**src/logic/phy_link_pkg.sv**
```systemverilog
/*
  Constants shared by the carrier, collision, link-monitor and loopback
  logic: register indices, control bit positions, code groups and timing.
  Assumes a 25 MHz core clock; the MAC interface is MII or RMII.
*/
package phy_link_pkg;

  // Register indices on the management port
  localparam logic [4:0] REG_PHY_CONTROL   = 5'h00;
  localparam logic [4:0] REG_PHY_STATUS    = 5'h01;
  localparam logic [4:0] REG_MODE_CTRL_STS = 5'h11;

  // phy_control bits
  localparam int CTL_LOOPBACK_BIT  = 14;
  localparam int CTL_AUTONEG_BIT   = 12;
  localparam int CTL_DUPLEX_BIT    = 8;
  localparam int CTL_COLTEST_BIT   = 7;
  localparam logic [15:0] CTL_RESET = 16'h1000;

  // phy_status bits
  localparam int STS_LINK_BIT      = 2;
  localparam logic [15:0] STS_CONST = 16'h7800;

  // mode_control_status bits
  localparam int MCS_REMOTE_ECHO_BIT = 9;
  localparam logic [15:0] MCS_WRITE_MASK = 16'h0200;
  localparam logic [15:0] MCS_RESET      = 16'h0000;

  // 5-bit code groups
  localparam logic [4:0] CG_IDLE = 5'h1f;
  localparam logic [4:0] CG_J    = 5'h18;
  localparam logic [4:0] CG_K    = 5'h11;
  localparam logic [4:0] CG_T    = 5'h0d;
  localparam logic [4:0] CG_R    = 5'h07;

  // Carrier detector windows
  localparam int CRS_SPAN_BITS = 10;
  localparam int CRS_ONES_BITS = 10;

  // Timing
  localparam int CLK_HZ            = 25000000;
  localparam int LINK_WAIT_MS      = 330;
  localparam longint LINK_WAIT_CYC =
    (longint'(LINK_WAIT_MS) * CLK_HZ + 999) / 1000;
  localparam int COLTEST_RISE_BT   = 512;
  localparam int COLTEST_FALL_BT   = 4;

endpackage

```
**src/logic/link_ready_timer.sv**
```systemverilog
/*
  Stabilisation timer for the link monitor: counts cycles while its
  start input stays high and flags when the wait is over.
  Assumes start is a clean level on clk.
*/
`timescale 1ns/1ns
module link_ready_timer #(
  parameter int WAIT_CYC = 8250000
) (
  // Clock and reset
  input  wire logic clk,
  input  wire logic rst,
  // Control
  input  wire logic start,
  output logic      done
);

  logic [23:0] cnt_r;
  logic [23:0] cnt_nxt;
  logic        done_nxt;

  always_comb begin
    cnt_nxt  = cnt_r;
    done_nxt = 1'b0;
    if (!start) begin
      cnt_nxt = 24'h000000;
    end else if (cnt_r >= 24'(WAIT_CYC - 1)) begin
      done_nxt = 1'b1;
    end else begin
      cnt_nxt = cnt_r + 24'h000001;
    end
  end

  always_ff @(posedge clk or posedge rst) begin
    if (rst) begin
      cnt_r <= 24'h000000;
      done  <= 1'b0;
    end else begin
      cnt_r <= cnt_nxt;
      done  <= done_nxt & start;
    end
  end

endmodule

```
**src/logic/phy_carrier_col_link_loopback.sv**
```systemverilog
/*
  Media-side status and test logic of a 10/100 transceiver: carrier sense
  from received code groups, collision detect and collision test, the
  100 Mb/s link monitor with its 10 Mb/s multiplex, near-end loopback, and remote echo in RMII mode only.
  Assumes the code-group stream arrives one bit per clock on the core
  clock, tx/rx clocks and MAC pins are asynchronous, and register access
  is a simple index/strobe management port.
*/
`timescale 1ns/1ns
module phy_carrier_col_link_loopback
  import phy_link_pkg::*;
#(
  parameter longint LINK_WAIT = LINK_WAIT_CYC
) (
  // Clock and reset
  input  wire logic       clk,
  input  wire logic       rst,
  // Management port
  input  wire logic [4:0] reg_index,
  input  wire logic       reg_write,
  input  wire logic [15:0] reg_wdata,
  output logic [15:0]     reg_rdata,
  // Configuration
  input  wire logic       rmii_mode,
  input  wire logic       repeater_mode,
  input  wire logic       speed_10,
  // Media side
  input  wire logic       rx_code_bit,
  input  wire logic       signal_good,
  input  wire logic       link_10_ok,
  input  wire logic       autoneg_done,
  input  wire logic [3:0] line_rx_data,
  output logic [3:0]      line_tx_data,
  output logic            line_tx_enable,
  output logic            line_tx_power_down,
  // MAC side
  input  wire logic       rx_clk,
  input  wire logic       tx_en,
  input  wire logic [3:0] txd,
  output logic [3:0]      rxd,
  output logic            crs,
  output logic            crs_dv,
  output logic            col,
  output logic            link_indicator_out,
  output logic            link_up_out
);

  typedef enum logic [1:0] {
    LS_DOWN  = 2'b00,
    LS_WAIT  = 2'b01,
    LS_READY = 2'b11,
    LS_UP    = 2'b10
  } link_state_e;

  typedef enum logic [1:0] {
    CS_IDLE   = 2'b00,
    CS_DETECT = 2'b01,
    CS_STREAM = 2'b11,
    CS_ENDING = 2'b10
  } crs_state_e;

  // Pin synchronisers: first stage feeds only the second
  logic [4:0] sync1_r;
  logic [4:0] sync2_r;
  always_ff @(posedge clk or posedge rst) begin
    if (rst) begin
      sync1_r <= 5'h00;
      sync2_r <= 5'h00;
    end else begin
      sync1_r <= {rx_clk, tx_en, rx_code_bit, signal_good, link_10_ok};
      sync2_r <= sync1_r;
    end
  end
  logic rxc_s;
  logic txen_s;
  logic rxbit_s;
  logic sig_s;
  logic l10_s;
  assign {rxc_s, txen_s, rxbit_s, sig_s, l10_s} = sync2_r;

  // Registers
  logic [15:0] ctl_r;
  logic [15:0] ctl_nxt;
  logic [15:0] mcs_r;
  logic [15:0] mcs_nxt;
  logic        loopback;
  logic        full_duplex;
  logic        coltest;
  logic        autoneg_en;
  logic        remote_echo;
  logic        link_status;

  assign loopback    = ctl_r[CTL_LOOPBACK_BIT];
  assign autoneg_en  = ctl_r[CTL_AUTONEG_BIT];
  assign full_duplex = ctl_r[CTL_DUPLEX_BIT];
  assign coltest     = ctl_r[CTL_COLTEST_BIT];
  // Echo is only honoured in RMII mode; MII setting is ignored
  assign remote_echo = mcs_r[MCS_REMOTE_ECHO_BIT] & rmii_mode;

  always_comb begin
    ctl_nxt = ctl_r;
    mcs_nxt = mcs_r;
    if (reg_write && reg_index == REG_PHY_CONTROL) begin
      ctl_nxt = reg_wdata;
    end
    if (reg_write && reg_index == REG_MODE_CTRL_STS) begin
      mcs_nxt = (mcs_r & ~MCS_WRITE_MASK) | (reg_wdata & MCS_WRITE_MASK);
    end
  end

  always_ff @(posedge clk or posedge rst) begin
    if (rst) begin
      ctl_r <= CTL_RESET;
      mcs_r <= MCS_RESET;
    end else begin
      ctl_r <= ctl_nxt;
      mcs_r <= mcs_nxt;
    end
  end

  always_comb begin
    case (reg_index)
      REG_PHY_CONTROL:   reg_rdata = ctl_r;
      REG_PHY_STATUS:    reg_rdata = STS_CONST |
                         (16'(link_status) << STS_LINK_BIT);
      REG_MODE_CTRL_STS: reg_rdata = mcs_r;
      default:           reg_rdata = 16'h0000;
    endcase
  end

  // Link monitor
  link_state_e ls_r;
  link_state_e ls_nxt;
  logic        wait_done;

  link_ready_timer #(
    .WAIT_CYC (int'(LINK_WAIT))
  ) u_timer (
    .clk   (clk),
    .rst   (rst),
    .start (sig_s && ls_r == LS_WAIT),
    .done  (wait_done)
  );

  always_comb begin
    ls_nxt = ls_r;
    if (!sig_s) begin
      ls_nxt = LS_DOWN;
    end else begin
      case (ls_r)
        LS_DOWN:  ls_nxt = autoneg_en ? LS_WAIT : LS_UP;
        LS_WAIT:  if (wait_done) ls_nxt = LS_READY;
        LS_READY: if (autoneg_done) ls_nxt = LS_UP;
        LS_UP:    ls_nxt = LS_UP;
        default:  ls_nxt = LS_DOWN;
      endcase
    end
  end

  always_ff @(posedge clk or posedge rst) begin
    if (rst) begin
      ls_r <= LS_DOWN;
    end else begin
      ls_r <= ls_nxt;
    end
  end

  // Link mux: combinational so loss of signal drops link a cycle before the state
  assign link_status = speed_10 ? l10_s : (ls_r == LS_UP) && sig_s;

  // Carrier detector on the unscrambled code-group bit stream
  crs_state_e  cs_r;
  crs_state_e  cs_nxt;
  logic [9:0]  hist_r;
  logic [9:0]  hist_nxt;
  logic [3:0]  ones_r;
  logic [3:0]  ones_nxt;
  logic [2:0]  bitc_r;
  logic [2:0]  bitc_nxt;
  logic [4:0]  prev_r;
  logic [4:0]  prev_nxt;
  logic        rx_act;
  logic [4:0]  sym;
  logic        sym_strobe;

  // Two zeros in the span that are not adjacent to each other, or three or more zeros anywhere in it
  function automatic logic nonadj_zeros(input logic [9:0] h);
    logic [9:0] z;
    int         cnt;
    logic       adj;
    z   = ~h;
    cnt = 0;
    adj = 1'b0;
    for (int i = 0; i < CRS_SPAN_BITS; i++) begin
      cnt = cnt + int'(z[i]);
    end
    for (int i = 0; i < CRS_SPAN_BITS - 1; i++) begin
      adj = adj | (z[i] & z[i+1]);
    end
    return (cnt >= 3) || (cnt == 2 && !adj);
  endfunction

  assign sym        = hist_r[4:0];
  assign sym_strobe = (bitc_r == 3'd4);

  always_comb begin
    hist_nxt = {hist_r[8:0], rxbit_s};
    ones_nxt = rxbit_s ? ((ones_r == 4'(CRS_ONES_BITS)) ? ones_r :
               ones_r + 4'h1) : 4'h0;
    bitc_nxt = (bitc_r == 3'd4) ? 3'd0 : bitc_r + 3'd1;
    prev_nxt = prev_r;
    cs_nxt   = cs_r;
    case (cs_r)
      CS_IDLE: begin
        if (nonadj_zeros(hist_r)) begin
          cs_nxt   = CS_DETECT;
          bitc_nxt = 3'd0;
          prev_nxt = sym;
        end
      end
      CS_DETECT: begin
        if (ones_r == 4'(CRS_ONES_BITS)) begin
          cs_nxt = CS_IDLE;
        end else if (sym_strobe) begin
          if (prev_r == CG_J && sym == CG_K) begin
            cs_nxt = CS_STREAM;
          end
          prev_nxt = sym;
        end
      end
      CS_STREAM: begin
        if (sym_strobe) begin
          if (sym == CG_T || sym == CG_IDLE) begin
            cs_nxt = CS_ENDING;
          end
          prev_nxt = sym;
        end
      end
      CS_ENDING: begin
        if (sym_strobe) begin
          if ((prev_r == CG_T && sym == CG_R) ||
              (prev_r == CG_IDLE && sym == CG_IDLE)) begin
            cs_nxt = CS_IDLE;
          end else begin
            cs_nxt = CS_STREAM;
          end
          prev_nxt = sym;
        end
      end
      default: cs_nxt = CS_IDLE;
    endcase
  end

  always_ff @(posedge clk or posedge rst) begin
    if (rst) begin
      cs_r   <= CS_IDLE;
      hist_r <= 10'h3ff;
      ones_r <= 4'h0;
      bitc_r <= 3'd0;
      prev_r <= CG_IDLE;
    end else begin
      cs_r   <= cs_nxt;
      hist_r <= hist_nxt;
      ones_r <= ones_nxt;
      bitc_r <= bitc_nxt;
      prev_r <= prev_nxt;
    end
  end

  // Negated once /T/ or the first idle is seen; restored if not paired
  assign rx_act = (cs_r == CS_DETECT) || (cs_r == CS_STREAM);

  // Carrier: duplex/repeater select, changed on receive clock edges
  logic rxc_d_r;
  logic crs_r;
  logic crs_nxt;
  logic crs_src;

  assign crs_src = (full_duplex || repeater_mode) ? rx_act :
                   (rx_act || (txen_s && !loopback));

  always_comb begin
    crs_nxt = crs_r;
    if (rxc_s && !rxc_d_r) begin
      crs_nxt = crs_src & ~remote_echo;
    end
  end

  always_ff @(posedge clk or posedge rst) begin
    if (rst) begin
      rxc_d_r <= 1'b0;
      crs_r   <= 1'b0;
    end else begin
      rxc_d_r <= rxc_s;
      crs_r   <= crs_nxt;
    end
  end

  assign crs    = rmii_mode ? 1'b0 : crs_r;
  assign crs_dv = rmii_mode ? crs_r : 1'b0;

  // Collision: gated from activity levels, not retimed to rx/tx clock
  logic col_src;
  assign col_src = coltest ? txen_s :
                   (loopback || full_duplex) ? 1'b0 :
                   (txen_s && rx_act);
  assign col = col_src & ~remote_echo;

  // Datapath: near-end loopback and remote echo
  logic [3:0] rxd_r;
  logic [3:0] rxd_nxt;
  logic [3:0] ltx_r;
  logic [3:0] ltx_nxt;
  logic       lten_r;
  logic       lten_nxt;

  always_comb begin
    rxd_nxt  = loopback ? txd : line_rx_data;
    ltx_nxt  = remote_echo ? line_rx_data : txd;
    lten_nxt = remote_echo ? rx_act : (txen_s && !loopback);
    if (remote_echo) begin
      rxd_nxt = 4'h0;
    end
  end

  always_ff @(posedge clk or posedge rst) begin
    if (rst) begin
      rxd_r  <= 4'h0;
      ltx_r  <= 4'h0;
      lten_r <= 1'b0;
    end else begin
      rxd_r  <= rxd_nxt;
      ltx_r  <= ltx_nxt;
      lten_r <= lten_nxt;
    end
  end

  assign rxd                = rxd_r;
  assign line_tx_data       = ltx_r;
  assign line_tx_enable     = lten_r;
  assign line_tx_power_down = loopback;
  assign link_indicator_out = link_status;
  assign link_up_out        = (ls_r == LS_UP);

endmodule

```
**config.mk**
```make
export PLATFORM = sky130hd
export DESIGN_NAME = phy_carrier_col_link_loopback
export DESIGN_NICKNAME = d
export VERILOG_FILES = /design/src/logic/phy_link_pkg.sv /design/src/logic/link_ready_timer.sv /design/src/logic/phy_carrier_col_link_loopback.sv
export SDC_FILE = /design/constraint.sdc
export NUM_CORES = 1
export LEC_CHECK = 0
export BUFFER_PORTS_ARGS = -buffer_cell sky130_fd_sc_hd__buf_2
export CORE_MARGIN = 5
export CORE_UTILIZATION = 40
export DETAILED_ROUTE_END_ITERATION = 16
export MAX_ROUTING_LAYER = met4
export PLACE_DENSITY = 0.7
export RECOVER_POWER = 100
export SKIP_LAST_GASP = 1
export SYNTH_ARGS = -nofsm -noshare
export SYNTH_HDL_FRONTEND = slang
export SYNTH_SLANG_ARGS = --single-unit
```
**constraint.sdc**
```tcl
create_clock -name clk -period 11 [get_ports clk]
set_clock_uncertainty 0.2 [all_clocks]
set_input_delay 1.1 -clock clk [delete_from_list [all_inputs] [get_ports clk]]
set_output_delay 1.1 -clock clk [all_outputs]
set_load 0.01 [all_outputs]
```
* After elaboration in Yosys (flattened, before gate mapping)
Cells that the tools add are included.
Word-level totals: bits in registers 104, logic and storage cells 150, output and inout bits 31, bits of input ports 41
Cells by class: bitwise operators 24, order comparisons 2, equal/unequal tests 29, reductions and logical operators 28, muxes and demuxes 38, add/sub/neg operators 12
Operator list (count):
- $mux 24 | 2
- $pmux 16 s3 | 1
- $eq 5x5->1 const B | 5
- $add 24x1->24 const B | 1
- $ge 24x23->1 const B | 1
- $mux 2 | 12
- $mux 4 | 5
- $or 16x10->16 | 1
- $pmux 2 s4 | 2
- $mux 5 | 3
- $pmux 5 s3 | 1
- $ne 2x2->1 const B | 7
- $and 1x1->1 | 13
- $logic_and 1x1->1 | 11
- $add 9x1->10 | 1
- $eq 10x2->1 const B | 1
- $eq 5x4->1 const B | 2
- $ge 10x2->1 const B | 1
- $not 10->10 | 1
- $add 8x1->9 | 1
- $mux 1 | 9
- $mux 3 | 3
- $ne 3x3->1 const B | 3
- $add 7x1->8 | 1
- 24 further kinds | 45

* Depth between registers and ports, before layout
depth in word-level cells 15, mapped depth 12, gate-level depth less buffers 12

* Hierarchy
A second synthesis with hierarchy kept.
Second synthesis, totals: cells, all modules 398, area, all modules 4342.9 sq um
Modules (own cells, without submodules):
- phy_carrier_col_link_loopback | cells an instance 250, sequential area each 1621.6 sq um, area each 2975.4 sq um, instances 1
- link_ready_timer | cells an instance 148, sequential area each 625.6 sq um, area each 1367.6 sq um, instances 1

* Worst setup path before layout
Ideal clock, no wire load.
kind flip-flop to flip-flop, start point register hist_r[3], end point register prev_r[0], path buffers 0, data required time 10.718 ns, clock period less this slack 3.947 ns, cell stages (with the launch flop) 13, arrival time 3.665 ns, library setup time 0.082 ns, path slack 7.053 ns, path through dfstp_2 > fa_1 > inv_1 > fa_1 > fa_1 > ha_1 > inv_1 > fa_1 > a211oi_1 > mux2i_1 > o21ai_0 > o211a_1 > mux2_2
On the way: cells in the longest elaborated chain, start to end 14, elaborated cells on any way between the ends 24, classes of those cells add/sub (7); order compare (1); eq/ne (2); bitwise (10); reduce/logical (4)
RTL lines:
- from (decl) | line phy_carrier_col_link_loopback.sv:174 | logic [9:0] hist_r;
- from (signal assigned) | line phy_carrier_col_link_loopback.sv:263 | hist_r <= hist_nxt;
- $not 10->10 * | line phy_carrier_col_link_loopback.sv:191 | z = ~h;
- branches (longest 10 deep; another with $add 9x1->10)
- $logic_or 1x1->1 * | line phy_carrier_col_link_loopback.sv:200 | return (cnt >= 3) || (cnt == 2 && !adj);
- $ne 2x2->1 (no line) *
- $reduce_and 2->1 (no line) *
- to (signal assigned) | line phy_carrier_col_link_loopback.sv:266 | prev_r <= prev_nxt;
- to (decl) | line phy_carrier_col_link_loopback.sv:180 | logic [4:0] prev_r;
Every way passes the cells marked *. A chain may end at the register's enable or synchronous reset.

==> results by stage <==
STA:
- At the pin with the least slew margin, the transition time is 4.65 ns.
- The remaining max-slew budget at the tightest pin is -210%.
- The number of setup violations in the final report is 0.
- The smallest clock period supported by the final layout is computed as between 5 and 6 ns.
- The max-slew violation total from the final report is 90.
- Setup repair after global routing left no endpoint under its margin.
- Dividing the final minimum period by the clock period gives between 40% and 50%.
- For the final routed database, the setup TNS stands at 0 ns.
- The number of failing hold endpoints at the final stage is 0.
- The highest attainable clock frequency is ~190 MHz.

Final layout:
- 0 antenna diodes ended up in the layout.
- The layout cell share with drive strength beyond 1 is approximately 20%.
- Leaving out fill and tap cells, the most frequent cells in the layout are 73 x sky130_fd_sc_hd__dfrtp_1, 46 x sky130_fd_sc_hd__buf_2, 36 x sky130_fd_sc_hd__nand2_1.
- The area growth from synthesis to layout is 14.4%.
- The layout has 1,003 filler cells.
- The library cell used most frequently in the layout, excluding fill and tap cells, is sky130_fd_sc_hd__dfrtp_1.
- The post-route standard cell area excluding fillers is about 5000 sq um.
- The final-stage net count is between 500 and 600.

Logic synthesis:
- Of all flip-flops after synthesis, the portion carrying an async set or reset was 100%.
- The number of synthesis warnings is 0.
- The mapped netlist covers ~4300 sq um.
- The count of flip-flops with a built-in enable after synthesis is 0.
- Counting flops and latches in the post-synthesis netlist gives between 80 and 90.
- The fraction of the yosys area taken by sequential cells is between 50% and 60%.
- The dominant synthesized flop cell is sky130_fd_sc_hd__dfrtp_1.
- Counting every net in the synthesized netlist gives around 450.
- The average cell area after synthesis is roughly 11 sq um.
- In the synthesized netlist, the number of instances is ~400.
- In this run, distinct cell masters in the synthesized netlist total 49.

Setup path:
- Data on the critical path is required at its endpoint by ~10 ns.
- On the critical path, the stage with the largest delay is an instance of sky130_fd_sc_hd__clkbuf_1.
- The critical path in this run is classified as in2async.
- In this design, the stage delay of the slowest critical-path cell is 3.24 ns.
- Along the worst path, the maximum fanout reaches between 80 and 90.
- STA classifies the critical path startpoint as a primary input.
- Counting both buffers and inverters, the worst setup path holds a total of 3.
- Traced cell by cell, the critical path runs through buf_2, clkinvlp_2, clkbuf_1.
- Data arrives at the worst endpoint at between 4 and 5 ns.
- STA classifies the critical path endpoint as an async pin.
- Grouping stages by cell kind, the critical path spends the most delay in buffers and inverters.

Global routing:
- The global-route wire length before repair is approximately 15,000 microns.
- The initial antenna violation count came to 0.
- The number of global-route vias before repair is approximately 3,200.
- The overall track demand over capacity in global routing is around 14%.
- The total congestion overflow is 0.
- Entering global routing, the biggest net connects 90 pins.

Floorplan:
- The height of the chip is approximately 110 microns.
- The area of the die is 12,900 sq um.
- The placeable core area is 10,400 sq um.
- During I/O placement, the number of pins put on the boundary was 72.
- The number of standard-cell rows in the floorplan is 37.
- The starting density of the core is between 40% and 50%.
- Measured along the x axis, the die boundary spans between 100 and 150 microns.

Outcome:
- The final reports fail on capacitance limit, slew limit.
- The run finished, with violations left.

Clock tree:
- The clock insertion delay at the later pin of the skew report is between 0.3 and 0.4 ns.
- Post-CTS timing repair inserted 0 buffers for setup.
- The CTS tree is yes.
- In this run, post-CTS hold repair placed 0 buffers.
- Clock tree synthesis found a total of around 90 sinks.
- The tree is rooted in a sky130_fd_sc_hd__clkbuf_8.
- The TritonCTS buffer count is 9.
- The H-tree was split into 3 levels.
- The quantity of gates resized following cts is 0.
- The maximum clock path buffer count is 2.
- After clock tree synthesis, the clock-pin slew on the worst setup and hold paths is approximately 0.080 ns.

Routing:
- Dividing the detail-routed wire length by the instance count gives between 10 and 15 microns.
- The routed via count divided by cell count is ~5.0.
- Once detail routing completed, the nets flagged for antenna violations numbered 0.
- Across all layers, the routed design uses 3,057 vias.
- The total iterations of the first detailed-routing run is 4.
- The aggregate routed wire length is 8660 microns.
- The post-route DRC violation count is 0.
- The detailed router's first-iteration violation count is 167.

Power and ir drop:
- The power density over the cells is 156 nW/um^2.
- For this design the static power due to leakage is about 2.2 nW.
- Across the VDD grid, the largest voltage drop is slightly below 0.1 mV.

Place:
- The detailed placer's ending HPWL is approximately 6200 microns.
- The routability-driven placement congestion ratio is between 0.7 and 0.8.
- The total placed instance area is ~4800 sq um.
- The number of input and output port buffers inserted is just over 70.

Run:
- The tool flagged a number of max-cap violations equal to 1.

Min path:
- The path category of the worst min-delay check is reg2reg.
==> registers in the layout, summed over array words and instances, names as in the netlist <==
register,cells
prev_r,5
rxc_d_r,1
bitc_r,3
ctl_r,16
ls_r,2
line_tx_data,4
hist_r,10
sync2_r,5
line_tx_enable,1
cs_r,2
rxd,4
sync1_r,5
crs_r,1
u_timer.cnt_r,24
u_timer.done,1
ones_r,4
mcs_r,1
==> layout make-up <==
type	instances	area [sq um]	area share, %
repair buffers	73	332	6.77
flip-flops and latches	89	2250	45.9
well taps	136	170	3.48
clock inverters	6	67.6	1.38
clock buffers	10	128	2.61
inverters	19	72.6	1.48
multi-input cells	274	1880	38.4
==> cell usage after synthesis (3+ instances only) <==
master,count,area [sq um]
sky130_fd_sc_hd__dfrtp_1,73,1830
sky130_fd_sc_hd__and2_1,18,113
sky130_fd_sc_hd__inv_1,19,71.3
sky130_fd_sc_hd__dfstp_2,16,420
sky130_fd_sc_hd__nand4_1,7,43.8
sky130_fd_sc_hd__nand3_1,14,70.1
sky130_fd_sc_hd__ha_1,10,125
sky130_fd_sc_hd__or3_1,11,68.8
sky130_fd_sc_hd__mux2i_1,8,80.1
sky130_fd_sc_hd__buf_2,3,15.0
sky130_fd_sc_hd__nor2_1,31,116
sky130_fd_sc_hd__clkbuf_1,9,33.8
sky130_fd_sc_hd__or4_1,4,30.0
sky130_fd_sc_hd__o21ai_0,16,80.1
sky130_fd_sc_hd__mux2_2,23,259
sky130_fd_sc_hd__and3_1,6,37.5
sky130_fd_sc_hd__nor3_1,5,25.0
sky130_fd_sc_hd__nand3b_1,3,22.5
sky130_fd_sc_hd__xnor2_1,3,26.3
sky130_fd_sc_hd__nand2b_1,4,25.0
sky130_fd_sc_hd__nor2b_1,5,31.3
sky130_fd_sc_hd__o211ai_1,4,30.0
sky130_fd_sc_hd__a21oi_1,20,100
sky130_fd_sc_hd__nand2_1,36,135
sky130_fd_sc_hd__xor2_1,8,70.1
sky130_fd_sc_hd__fa_1,6,120
==> worst reg2reg max path, cell delays in order (launching register included) <==
cell and delay [ns]:
sky130_fd_sc_hd__dfstp_1 0.69, sky130_fd_sc_hd__fa_1 0.47, sky130_fd_sc_hd__inv_1 0.08, sky130_fd_sc_hd__fa_1 0.44, sky130_fd_sc_hd__fa_1 0.52, sky130_fd_sc_hd__ha_1 0.16, sky130_fd_sc_hd__inv_1 0.05, sky130_fd_sc_hd__fa_1 0.38
sky130_fd_sc_hd__a211oi_1 0.18, sky130_fd_sc_hd__mux2i_1 0.10, sky130_fd_sc_hd__o21ai_0 0.28, sky130_fd_sc_hd__o211a_1 0.32, sky130_fd_sc_hd__mux2_2 0.36
==> final timing paths <==
kind	to	depth (start not counted)	from	slack [ns]
max	u_timer.cnt_r[8]$_DFFE_PP0P_	3	rst	5.61
min	sync2_r[2]$_DFF_PP0_	0	sync1_r[2]$_DFF_PP0_	0.15
max reg2reg	prev_r[4]$_DFFE_PP1P_	12	hist_r[3]$_DFF_PP1_	6.71
min reg2reg	sync2_r[2]$_DFF_PP0_	0	sync1_r[2]$_DFF_PP0_	0.15
max in group clk	prev_r[4]$_DFFE_PP1P_	12	hist_r[3]$_DFF_PP1_	6.71
min in group asynchronous	rxd[0]$_DFF_PP0_	3	rst	2.38
==> logic make-up (layout without fill, tap and decap cells) <==
family | count (synthesis) | count (layout) | share of synthesized area (%)
flip-flops | 89 | 89 | 52.5
buffers and inverters | 32 | 108 | 3.10
AO/OA/AOI/OAI | 58 | 58 | 8.66
XOR/XNOR | 11 | 11 | 2.25
adder cells (fa/ha/maj) | 16 | 16 | 5.73
multiplexers | 31 | 31 | 7.92
AND/OR/NAND/NOR | 158 | 158 | 19.8
==> routing by layer <==
layer,wire (microns),GRT usage [%]
met1,3810,17.2
met2,4540,23.9
met3,230,2.71
met4,79,4.25
met5,0,-
==> power by group <==
| group | internal [W] | total, W | switching, W | leakage, nW |
|---|---|---|---|---|
| combinational | 0.0000668 | 0.000131 | 0.0000645 | 1.01 |
| clock | 0.000106 | 0.000221 | 0.000116 | 0.0929 |
| sequential | 0.000376 | 0.000409 | 0.0000333 | 1.10 |
==> metrics by stage <==
step | utilization, % | std cells | hold WS [ns] | total power [W] | setup WS, ns
global route | 47.2 | 607 | 0.166 | 0.000810 | 4.59
floorplan | - | 395 | 0.131 | 0.000508 | 7.05
finish | 47.2 | 607 | 0.152 | 0.000762 | 5.61
CTS | 47.8 | 607 | 0.156 | 0.000777 | 6.79
detailed placement | 45.9 | 591 | 0.136 | 0.000552 | 6.79
global placement | 45.9 | 591 | 0.136 | 0.000544 | 6.88
No activity file was read; power rests on OpenSTA's default activity.
